**config.mk**
```make
export PLATFORM = sky130hd
export DESIGN_NAME = rspc_top
export DESIGN_NICKNAME = d
export VERILOG_FILES = /design/src/shared/rspc_pkg.sv /design/src/hdl/rspc_addr_stage.sv /design/src/hdl/rspc_top.sv
export SDC_FILE = /design/constraint.sdc
export NUM_CORES = 1
export LEC_CHECK = 0
export BUFFER_PORTS_ARGS = -buffer_cell sky130_fd_sc_hd__buf_2
export CORE_AREA = 2 2 154 156
export CTS_CLUSTER_SIZE = 8
export DETAILED_ROUTE_END_ITERATION = 7
export DIE_AREA = 0 0 156 158
export PLACE_DENSITY = 0.58
export SLEW_MARGIN = 10
export SYNTH_ARGS = -nofsm -noshare
export SYNTH_HDL_FRONTEND = slang
export SYNTH_SLANG_ARGS = --single-unit
```
**constraint.sdc**
```tcl
create_clock -name clk -period 3.2 [get_ports clk]
set_input_delay 0.64 -clock clk [delete_from_list [all_inputs] [get_ports clk]]
set_output_delay 0.64 -clock clk [all_outputs]
set_load 0.02 [all_outputs]
```
**src/shared/rspc_pkg.sv**
```systemverilog
/*
 * Package for the reset and standby pin-state controller: constants, types
 * and the carrier structs shared by the controller, its checker and its bench.
 * Assumes a single 50 MHz clock; all pin groups are active-low where named _n.
 */
package rspc_pkg;
	localparam int ADDR_W = 24;
	localparam int DATA_W = 16;
	localparam int PORT_W = 8;
	localparam int NUM_PORTS = 9;
	localparam int CLK_PERIOD_NS = 20;
	localparam int INIT_LEAD_CYCLES = 10;
	localparam int EXIT_LEAD_NS = 100;
	localparam int EXIT_LEAD_CYCLES = (EXIT_LEAD_NS + CLK_PERIOD_NS - 1) / CLK_PERIOD_NS;
	localparam int WAIT_PORT = 6;
	localparam int WAIT_BIT = 0;
	localparam logic [ADDR_W-1:0] ADDR_RESET = 24'h000000;

	typedef enum logic [2:0] {
		RSPC_IDLE,
		RSPC_FIRST,
		RSPC_SECOND,
		RSPC_THIRD,
		RSPC_WAIT
	} rspc_bus_state_t;

	typedef struct packed {
		logic [ADDR_W-1:0] addr;
		logic addr_oe;
		logic [DATA_W-1:0] data;
		logic data_oe;
		logic address_strobe_n;
		logic read_strobe_n;
		logic upper_byte_write_n;
		logic lower_byte_write_n;
	} rspc_bus_t;

	typedef struct packed {
		logic [NUM_PORTS*PORT_W-1:0] data;
		logic [NUM_PORTS*PORT_W-1:0] dir;
	} rspc_port_t;
endpackage

```
**src/hdl/rspc_addr_stage.sv**
```systemverilog
/*
 * Address output stage: holds or drives low the address bus when chip
 * initialization is taken, by the bus state in which it arrived.
 * Assumes init_taken is already sampled on the falling clock edge.
 */
`timescale 1ns/1ns
module rspc_addr_stage
	import rspc_pkg::*;
(
	// Clock and reset
	input wire logic clk,
	input wire logic reset_n,
	// Control
	input wire logic init_taken,
	input wire logic init_active,
	input wire logic standby,
	input wire rspc_pkg::rspc_bus_state_t bus_state,
	input wire logic two_state_area,
	input wire logic [rspc_pkg::ADDR_W-1:0] core_addr,
	input wire logic core_addr_oe,
	// Address now standing on the pins
	input wire logic [rspc_pkg::ADDR_W-1:0] pin_addr,
	input wire logic pin_addr_oe,
	// Next pin values; the pin flops of the top register them, so no extra stage
	output logic [rspc_pkg::ADDR_W-1:0] nxt_addr,
	output logic nxt_addr_oe
);
	logic hold_ff;
	logic nxt_hold;

	always_comb begin
		nxt_hold = 1'b0;
		nxt_addr = pin_addr;
		nxt_addr_oe = pin_addr_oe;
		if (standby) begin
			nxt_addr_oe = 1'b0;
		end else if (init_taken) begin
			// Third state, or last state of a two-state access, keeps the address
			if (bus_state == RSPC_THIRD ||
				(bus_state == RSPC_SECOND && two_state_area)) begin
				nxt_hold = 1'b1;
			end else begin
				// Half a state after the falling-edge sample is this rising edge
				nxt_addr = ADDR_RESET;
				nxt_addr_oe = 1'b1;
			end
		end else if (hold_ff) begin
			nxt_addr = ADDR_RESET;
			nxt_addr_oe = 1'b1;
		end else if (init_active) begin
			nxt_addr = ADDR_RESET;
			nxt_addr_oe = 1'b1;
		end else begin
			nxt_addr = core_addr;
			nxt_addr_oe = core_addr_oe;
		end
	end

	always_ff @(posedge clk or negedge reset_n) begin
		if (!reset_n) begin
			hold_ff <= 1'b0;
		end else begin
			hold_ff <= nxt_hold;
		end
	end
endmodule

```
**src/hdl/rspc_top.sv**
```systemverilog
/*
 * Reset and standby pin-state controller: drives external bus and port pins
 * from the core's values, overriding them on chip initialization and
 * hardware standby. Assumes the core supplies its bus state every cycle and
 * the supervisor keeps the initialization/standby ordering.
 */
`timescale 1ns/1ns
module rspc_top
	import rspc_pkg::*;
(
	// Clock and reset
	input wire logic clk,
	input wire logic reset_n,
	// Supervisor pins
	input wire logic chip_init_n,
	input wire logic standby_request_n,
	// Core side
	input wire rspc_pkg::rspc_bus_state_t bus_state,
	input wire logic two_state_area,
	input wire rspc_pkg::rspc_bus_t core_bus,
	input wire rspc_pkg::rspc_port_t core_port,
	input wire logic onchip_ram_enable,
	// Pins
	output rspc_pkg::rspc_bus_t pin_bus_ff,
	output rspc_pkg::rspc_port_t pin_port_ff,
	output logic clk_out_oe_ff,
	output logic in_init_ff,
	output logic ram_retained_ff
);
	logic init_fall_ff;
	logic init_prev_ff;
	logic init_taken;
	logic standby;
	logic [ADDR_W-1:0] nxt_addr;
	logic nxt_addr_oe;
	rspc_bus_t nxt_bus;
	rspc_port_t nxt_port;
	logic nxt_ram_retained;
	logic [NUM_PORTS*PORT_W-1:0] core_dir_safe;

	// Sampled on the falling edge so the response can follow half a state later
	always_ff @(negedge clk or negedge reset_n) begin
		if (!reset_n) begin
			init_fall_ff <= 1'b0;
		end else begin
			init_fall_ff <= ~chip_init_n;
		end
	end

	assign init_taken = init_fall_ff & ~init_prev_ff;
	assign standby = ~standby_request_n;

	always_comb begin
		core_dir_safe = core_port.dir;
		// Wait input pin must never be an output, even if software asks
		core_dir_safe[WAIT_PORT*PORT_W+WAIT_BIT] = 1'b0;
	end

	rspc_addr_stage u_addr (
		.clk(clk),
		.reset_n(reset_n),
		.init_taken(init_taken),
		.init_active(init_fall_ff),
		.standby(standby),
		.bus_state(bus_state),
		.two_state_area(two_state_area),
		.core_addr(core_bus.addr),
		.core_addr_oe(core_bus.addr_oe),
		.pin_addr(pin_bus_ff.addr),
		.pin_addr_oe(pin_bus_ff.addr_oe),
		.nxt_addr(nxt_addr),
		.nxt_addr_oe(nxt_addr_oe)
	);

	always_comb begin
		nxt_bus = core_bus;
		nxt_port = core_port;
		nxt_port.dir = core_dir_safe;
		nxt_ram_retained = ram_retained_ff;
		if (standby) begin
			nxt_bus.data_oe = 1'b0;
			nxt_bus.address_strobe_n = 1'b1;
			nxt_bus.read_strobe_n = 1'b1;
			nxt_bus.upper_byte_write_n = 1'b1;
			nxt_bus.lower_byte_write_n = 1'b1;
			nxt_port.dir = '0;
			nxt_port.data = pin_port_ff.data;
			// Retention is valid if init led standby or RAM was off
			if (!ram_retained_ff) begin
				nxt_ram_retained = init_fall_ff | ~onchip_ram_enable;
			end
		end else if (init_fall_ff) begin
			nxt_bus.data_oe = 1'b0;
			nxt_bus.address_strobe_n = 1'b1;
			nxt_bus.read_strobe_n = 1'b1;
			nxt_bus.upper_byte_write_n = 1'b1;
			nxt_bus.lower_byte_write_n = 1'b1;
			nxt_port.dir = '0;
			nxt_port.data = pin_port_ff.data;
		end else begin
			// Leaving standby needs init held first; retention flag clears once standby and init are both released
			nxt_ram_retained = 1'b0;
		end
		// Address moves in the same cycle as the strobes, except one cycle later when init hits a holding state; one flop from the pin
		nxt_bus.addr = nxt_addr;
		nxt_bus.addr_oe = nxt_addr_oe;
	end

	always_ff @(posedge clk or negedge reset_n) begin
		if (!reset_n) begin
			init_prev_ff <= 1'b0;
			pin_bus_ff <= '{addr: ADDR_RESET, addr_oe: 1'b0, data: '0, data_oe: 1'b0,
				address_strobe_n: 1'b1, read_strobe_n: 1'b1,
				upper_byte_write_n: 1'b1, lower_byte_write_n: 1'b1};
			pin_port_ff <= '0;
			clk_out_oe_ff <= 1'b0;
			in_init_ff <= 1'b0;
			ram_retained_ff <= 1'b0;
		end else begin
			init_prev_ff <= init_fall_ff;
			pin_bus_ff <= nxt_bus;
			pin_port_ff <= nxt_port;
			clk_out_oe_ff <= ~standby;
			in_init_ff <= init_fall_ff;
			ram_retained_ff <= nxt_ram_retained;
		end
	end
endmodule

```
After elaboration in Yosys (flattened, before gate mapping)

Index checks and enable logic that the tools add are counted.

Flip-flop bits (word level): 195

Mux-type cells: 19
Reduce and logical (&&, ||, !) cells: 4
Equal/unequal tests: 5
Bitwise operators: 6

Operator list:

| cell                 | count |
|---|---|
| $mux W72             | 2 |
| $mux W24             | 4 |
| $mux W1              | 11 |
| $mux W5              | 2 |
| $eq A3 B2 Y1 const B | 2 |
| $ne A2 B2 Y1 const B | 2 |
| $not A1 Y1           | 4 |
| $reduce_and A2 Y1    | 2 |
| $ne A3 B3 Y1 const B | 1 |
| $and A1 B1 Y1        | 1 |
| $logic_and A1 B1 Y1  | 1 |
| $logic_or A1 B1 Y1   | 1 |
| $or A1 B1 Y1         | 1 |

Logic depth before layout (Yosys ltp)

Gate-level depths: netlist (run 1).

Word-level depth: 6
Mapped depth: 4

By module

A second synthesis (run 1) with hierarchy kept.

Cell total of the unflattened synthesis: 404
Area, all modules: 6851.6 um^2

By module, submodules not included:

| module          | area each (um^2) | instances | cells each | seq. area each (um^2) |
|---|---|---|---|---|
| rspc_top        | 6503.7           | 1         | 366        | 4834.6 |
| rspc_addr_stage | 347.8            | 1         | 38         | 25.0 |

==> metrics, run 1 <==
outcome finished, final reports clean; required time at the worst-slack endpoint 3510 ps; Area contributors post-synth dfrtp_1 71%, mux2_1 7.5%, and2_1 6.8%; Synth top area share 71.31%; CTS H-tree depth 4; Pre-antenna DRT Iters 4; Bufs and invs on worst path 2; vias in the first global route 4657; most common cell in the netlist dfrtp_1; syn_nets 601; largest area contributor in the netlist dfrtp_1; top post-synthesis cells by count 189 x dfrtp_1, 72 x and2_1, 44 x mux2_1, 28 x mux2_2, 24 x a22o_1; Die H 158 um; EDFF count, synth 0; Root Buffer clkbuf_16; port bufs 389; buffer levels on the longest clock path 2; # IOs 392; critical path's top delay family flip-flops; TritonCTS clock tree built; chip width 156 um; critical-path cell list nor2b_4 > buf_12 > buf_4 > mux2_1; Max FO, Critical Path 15; GP Congestion 0.7276; Iteration-0 DRC Markers 181; Distinct cells, synth 24; # hold bufs at CTS 0; nets@finish 1004; Pins Over Slew Limit 0; diodes inserted 0; clock slew at reported path FFs 80 ps; Worst path depth 4; WL per Instance 15.68 um; TNS Setup 0 ps; Routed Antenna Nets 0; Syn Area/Cell 16.50 um^2; WHS 109.7 ps; Fin. Hold Viols 0; Syn Inst Count 402; cts bufs inserted 17; Mapped Area 6633 um^2; Register Area 4860 um^2; DIE AREA 24650 um^2; CP max stage cell dfrtn_1; worst slew pin tran 725.4 ps; Worst slew margin 51.64%; Setup Skew 32.62 ps; share of cells above drive strength 1 57.89%; RSZ-0062 raised after global routing false; via count 4602; CP arrival 3310 ps; total power 5.737 mW; Synth Flop Type dfrtp_1; post-CTS sizing 0; routed wire length 17.35 mm; gr usage total 13.53%; final core utilization 41.46%; # setup viols final 0; fillers 2207; CORE AREA 23050 um^2; crit start category flop; Clock Latency Late Sink 430 ps; HP Class in -> async; Max Cap Viol 0; antenna violations before repair 2; first-pass GRT wire length 25.59 mm; Area growth syn-to-layout 44.09%; leakage power 5.090 nW; Crit Path Category reg -> reg; row count 56; Largest stage delay, worst path 420 ps; clk sinks 194; cell count of the worst reg-to-reg path 4; crit end category flop; routed vias/inst 4.157; Final HPWL DP 13.01 mm; starting density of the core 28.77%; register area share after synthesis 73.27%; maximum vdd drop 0.0002711 V; post-CTS setup repair buffer count 0; Synth Register Bits 194; footprint of the multi-input gates 1600 um^2; PD cells 600.3 nW/um^2; GRT overflow 0; # DRC 0; Async SR Flop Fraction 100.0%; largest net degree at the start of global routing 105; Yosys warnings 0
==> cell usage in the layout, fill, tap and decap left out <==
master and count:
nor3b_1 1, inv_1 2, dfrtp_1 189, mux2_2 28, buf_4 11, o21ai_4 1
conb_1 1, nor2b_4 1, nor2_1 2, clkbuf_8 3, dfrtn_1 1, mux2_1 44
nor3b_2 1, and2_1 72, buf_12 6, buf_2 388, nor3_1 1, a22o_1 24
inv_6 2, clkbuf_16 17, clkinv_4 6, o31ai_1 1, a21oi_1 1, inv_8 4
a2bb2oi_1 1, nand2b_1 4, dfstp_2 4, nand4bb_2 1
==> power breakdown <==
part	switching (mW)	total, mW	internal, mW
registers	0.0921	2.75	2.66
clock network	0.991	2.06	1.07
logic	0.541	0.924	0.382
total	1.62	5.74	4.11
==> metal layers <==
metal | up-vias | global-route usage (%) | wire (um)
li1 | 2153 | - | -
met1 | 2199 | 15.19 | 6744
met2 | 233 | 23.14 | 8542
met3 | 15 | 6.132 | 1832
met4 | 2 | 4.150 | 221
met5 | - | 0 | 13
==> state kept, by name, summed over array words and instances, names as in the netlist <==
name and flops:
pin_port_ff 143, pin_bus_ff 46, clk_out_oe_ff 1, init_fall_ff 1, init_prev_ff 1, ram_retained_ff 1, u_addr.hold_ff 1
==> stage by stage <==
| step | cells | instance area, um^2 | worst slack, ps |
|---|---|---|---|
| CTS | 1107 | 9557 | 178.4 |
| global placement | 1076 | 8989 | 173.7 |
| detailed placement | 1076 | 8989 | 152.7 |
| global route | 1107 | 9557 | 133.4 |
| finish | 1107 | 9557 | 190.4 |
| floorplan | 402 | 6633 | 312.4 |
==> kinds of logic (layout without fill, tap and decap cells) <==
| group | Yosys count | count (layout) | share of synthesized area (%) |
|---|---|---|---|
| muxes | 72 | 72 | 12.22 |
| DFF | 194 | 194 | 73.27 |
| AOI/OAI and AO/OA | 28 | 28 | 3.735 |
| and+or+nand+nor | 83 | 83 | 8.112 |
| buffers and inverters | 24 | 439 | 2.603 |
| other | 1 | 1 | 0.05654 |
==> layout make-up <==
| class | count | area share [%] |
|---|---|---|
| Sequential cell | 194 | 50.85 |
| Multi-Input combinational cell | 184 | 16.75 |
| Timing Repair Buffer | 406 | 22.58 |
| Inverter | 2 | 0.07855 |
| Tap cell | 290 | 3.797 |
| Clock buffer | 19 | 4.739 |
| Clock inverter | 12 | 1.204 |
==> path summary, 6_finish.rpt <==
check / startpoint / endpoint / slack [ps]
max: init_fall_ff$_DFF_NN0_ / pin_port_ff[127]$_DFFE_PN0P_ / 190
min: reset_n / pin_bus_ff[45]$_DFFE_PN0P_ / 110
max reg2reg: init_fall_ff$_DFF_NN0_ / pin_port_ff[127]$_DFFE_PN0P_ / 190
min reg2reg: pin_port_ff[109]$_DFFE_PN0P_ / pin_port_ff[109]$_DFFE_PN0P_ / 480
max in group asynchronous: reset_n / init_fall_ff$_DFF_NN0_ / 1300
min in group clk: core_bus[12] / pin_bus_ff[12]$_DFF_PN0_ / 310
Note: power is estimated with default switching activity, not from simulation.
==> inputs of run 2 (changes only) <==
--- a/config.mk
+++ b/config.mk
@@ -6,11 +6,12 @@
 export NUM_CORES = 1
 export LEC_CHECK = 0
 export BUFFER_PORTS_ARGS = -buffer_cell sky130_fd_sc_hd__buf_2
-export CORE_AREA = 2 2 154 156
+export CORE_AREA = 2 2 152 154
+export CTS_BUF_LIST = sky130_fd_sc_hd__clkbuf_2
 export CTS_CLUSTER_SIZE = 8
 export DETAILED_ROUTE_END_ITERATION = 7
-export DIE_AREA = 0 0 156 158
-export PLACE_DENSITY = 0.58
+export DIE_AREA = 0 0 154 156
+export PLACE_DENSITY = 0.59
 export SLEW_MARGIN = 10
 export SYNTH_ARGS = -nofsm -noshare
 export SYNTH_HDL_FRONTEND = slang
==> run 2 against run 1 <==
- clock-buffer cell count down 1
- power down 13%
- critical path depth is 1 lower
- wire length increased by 6.9%
- final cell count up 9.3%
- setup slack gained 43 ps
==> metrics, run 2 (synthesized netlist as in run 1, its figures left out) <==
final core utilization 45.86% (+4.4 points); crit start category flop; leakage power 5.381 nW (+5.7%); Comb pwr share 20.7% (+4.6 points); Biggest register pin_port_ff; GRT overflow 0 (unchanged); Fin. Hold Viols 0 (unchanged); Pre-antenna DRT Iters 4 (unchanged); PD cells 485.9 nW/um^2 (-19%); Cell Int Power 3.443 mW (-16%); outcome finished, final reports clean; antenna violations before repair 1 (-1); maximum vdd drop 0.0002417 V (-11%); switching pwr 1.541 mW (-5.1%); CP max stage cell dfrtn_1; registers with the most flip-flops pin_port_ff x143, pin_bus_ff x46; # IOs 392 (unchanged); Net Sw Frac 30.92% (+2.6 points); largest net degree at the start of global routing 64 (-39%); CTS H-tree depth 4 (unchanged); CP arrival 3580 ps (+270 ps); Pins Over Slew Limit 0 (unchanged); GP Congestion 0.7224 (-0.71%); Flop pwr share 55.2% (+7.2 points); TNS Setup 0 ps (unchanged); clk sinks 194 (unchanged); vias in the first global route 5155 (+11%); starting density of the core 29.66% (+0.88 points); Worst slew margin 47.60% (-4.0 points); via count 4990 (+8.4%); cts bufs inserted 17 (unchanged); RSZ-0062 raised after global routing false; buffer levels on the longest clock path 2 (unchanged); Iteration-0 DRC Markers 198 (+9.4%); nets@finish 1109 (+10%); # setup viols final 0 (unchanged); HP Class in -> reg; Root Buffer clkbuf_2; Post-DP Area 8927 um^2 (-0.68%); clock slew at reported path FFs 290 ps (+210 ps); fillers 2054 (-6.9%); Die H 156 um (-1.3%); WL per Instance 15.33 um (-2.2%); required time at the worst-slack endpoint 3810 ps (+300 ps); Final HPWL DP 12.86 mm (-1.1%); Max FO, Critical Path 44 (+29); Max Cap Viol 0 (unchanged); # DRC 0 (unchanged); port bufs 389 (unchanged); routed vias/inst 4.124 (-0.80%); TritonCTS clock tree built; Area growth syn-to-layout 54.63%; commonest non-fill, non-tap cells in the layout 388 x buf_2, 189 x dfrtp_1, 109 x dlygate4sd3_1, 72 x and2_1, 44 x mux2_1; Clk network pwr share 24.1% (-12 points); footprint of the multi-input gates 1600 um^2 (unchanged); Largest stage delay, worst path 500 ps (+80 ps); share of cells above drive strength 1 50.81% (-7.1 points); CORE AREA 22370 um^2 (-3.0%); max reg flops 143 (unchanged); Crit Path Category reg -> reg; Clock Latency Late Sink 730 ps (+300 ps); commonest non-fill, non-tap cell in the layout buf_2; DIE AREA 24020 um^2 (-2.5%); gr usage total 14.61% (+1.1 points); row count 55 (-1.8%); Register Area 4860 um^2 (unchanged); crit end category flop; Routed Antenna Nets 0 (unchanged); chip width 154 um (-1.3%); Final Cell Area 10260 um^2 (+7.3%); worst slew pin tran 786.0 ps (+60.64 ps); critical-path cell list nor2b_4 > buf_12 > mux2_2; Setup Skew 143.5 ps (+110.9 ps); first-pass GRT wire length 27.10 mm (+5.9%); post-CTS sizing 0 (unchanged); routed wire length 18.55 mm (+6.9%)
## run 2: path summary, 6_finish.rpt
path | startpoint | end | slack, ps | cells past startpoint
hold / removal | core_port[105] | pin_port_ff[105]$_DFFE_PN0P_ | 120 | 2
setup reg to reg | init_fall_ff$_DFF_NN0_ | pin_port_ff[83]$_DFFE_PN0P_ | 230 | 3
max in group asynchronous | reset_n | init_fall_ff$_DFF_NN0_ | 1200 | 2
hold reg to reg | pin_port_ff[109]$_DFFE_PN0P_ | pin_port_ff[109]$_DFFE_PN0P_ | 510 | 1
min in group asynchronous | reset_n | pin_port_ff[90]$_DFFE_PN0P_ | 290 | 2
setup / recovery | init_fall_ff$_DFF_NN0_ | pin_port_ff[83]$_DFFE_PN0P_ | 230 | 3
## run 2: critical path, delay by kind of cell, from the launching register on
family / cells / cell delay (ps)
buffers and inverters: 1 / 260
DFF: 1 / 500
muxes: 1 / 360
and+or+nand+nor: 1 / 230
## run 2: routing by layer
metal  global-route usage, %  routed length (um)
met1                   16.17                7044
met4                   4.806                 419
met2                   26.16                9645
met5                       0                   0
met3                   5.250                1443
## run 2: power by group through the flow
stage | registers [mW] | clock network, mW | logic (mW)
2_1_floorplan | 3.07 | 0 | 0.213
4_1_cts | 2.75 | 1.29 | 0.998
6_report | 2.75 | 1.20 | 1.03
5_1_grt | 2.78 | 1.39 | 1.10
3_3_place_gp | 2.79 | 0 | 0.931
3_5_place_dp | 2.80 | 0 | 0.936
## run 2: timing repair
| item | 4_1_cts | 5_1_grt |
|---|---|---|
| hold buffers | 63 | 46 |
| hold endpoints to repair | 139 | 46 |
| setup buffers | 0 | 0 |
| setup endpoints to repair | 0 | 0 |
## run 2: through the flow
step                instances  setup WS [ps]  total power, mW  hold WS, ps
floorplan                 402          312.4            3.280        344.4
global placement         1067          152.0            3.718        462.1
detailed placement       1067          152.0            3.732        463.0
CTS                      1162          228.2            5.040       0.5535
global route             1209          173.2            5.272       -3.498
finish                   1210          233.0            4.984        120.4
## run 2: cell type report
class,count,share of cell area [%]
Clock buffer,18,0.8784
Timing Repair Buffer,511,31.15
Antenna cell,2,0.04880
Multi-Input combinational cell,184,15.60
Sequential cell,194,47.38
Inverter,2,0.07320
Tap cell,285,3.477
Clock inverter,14,1.391
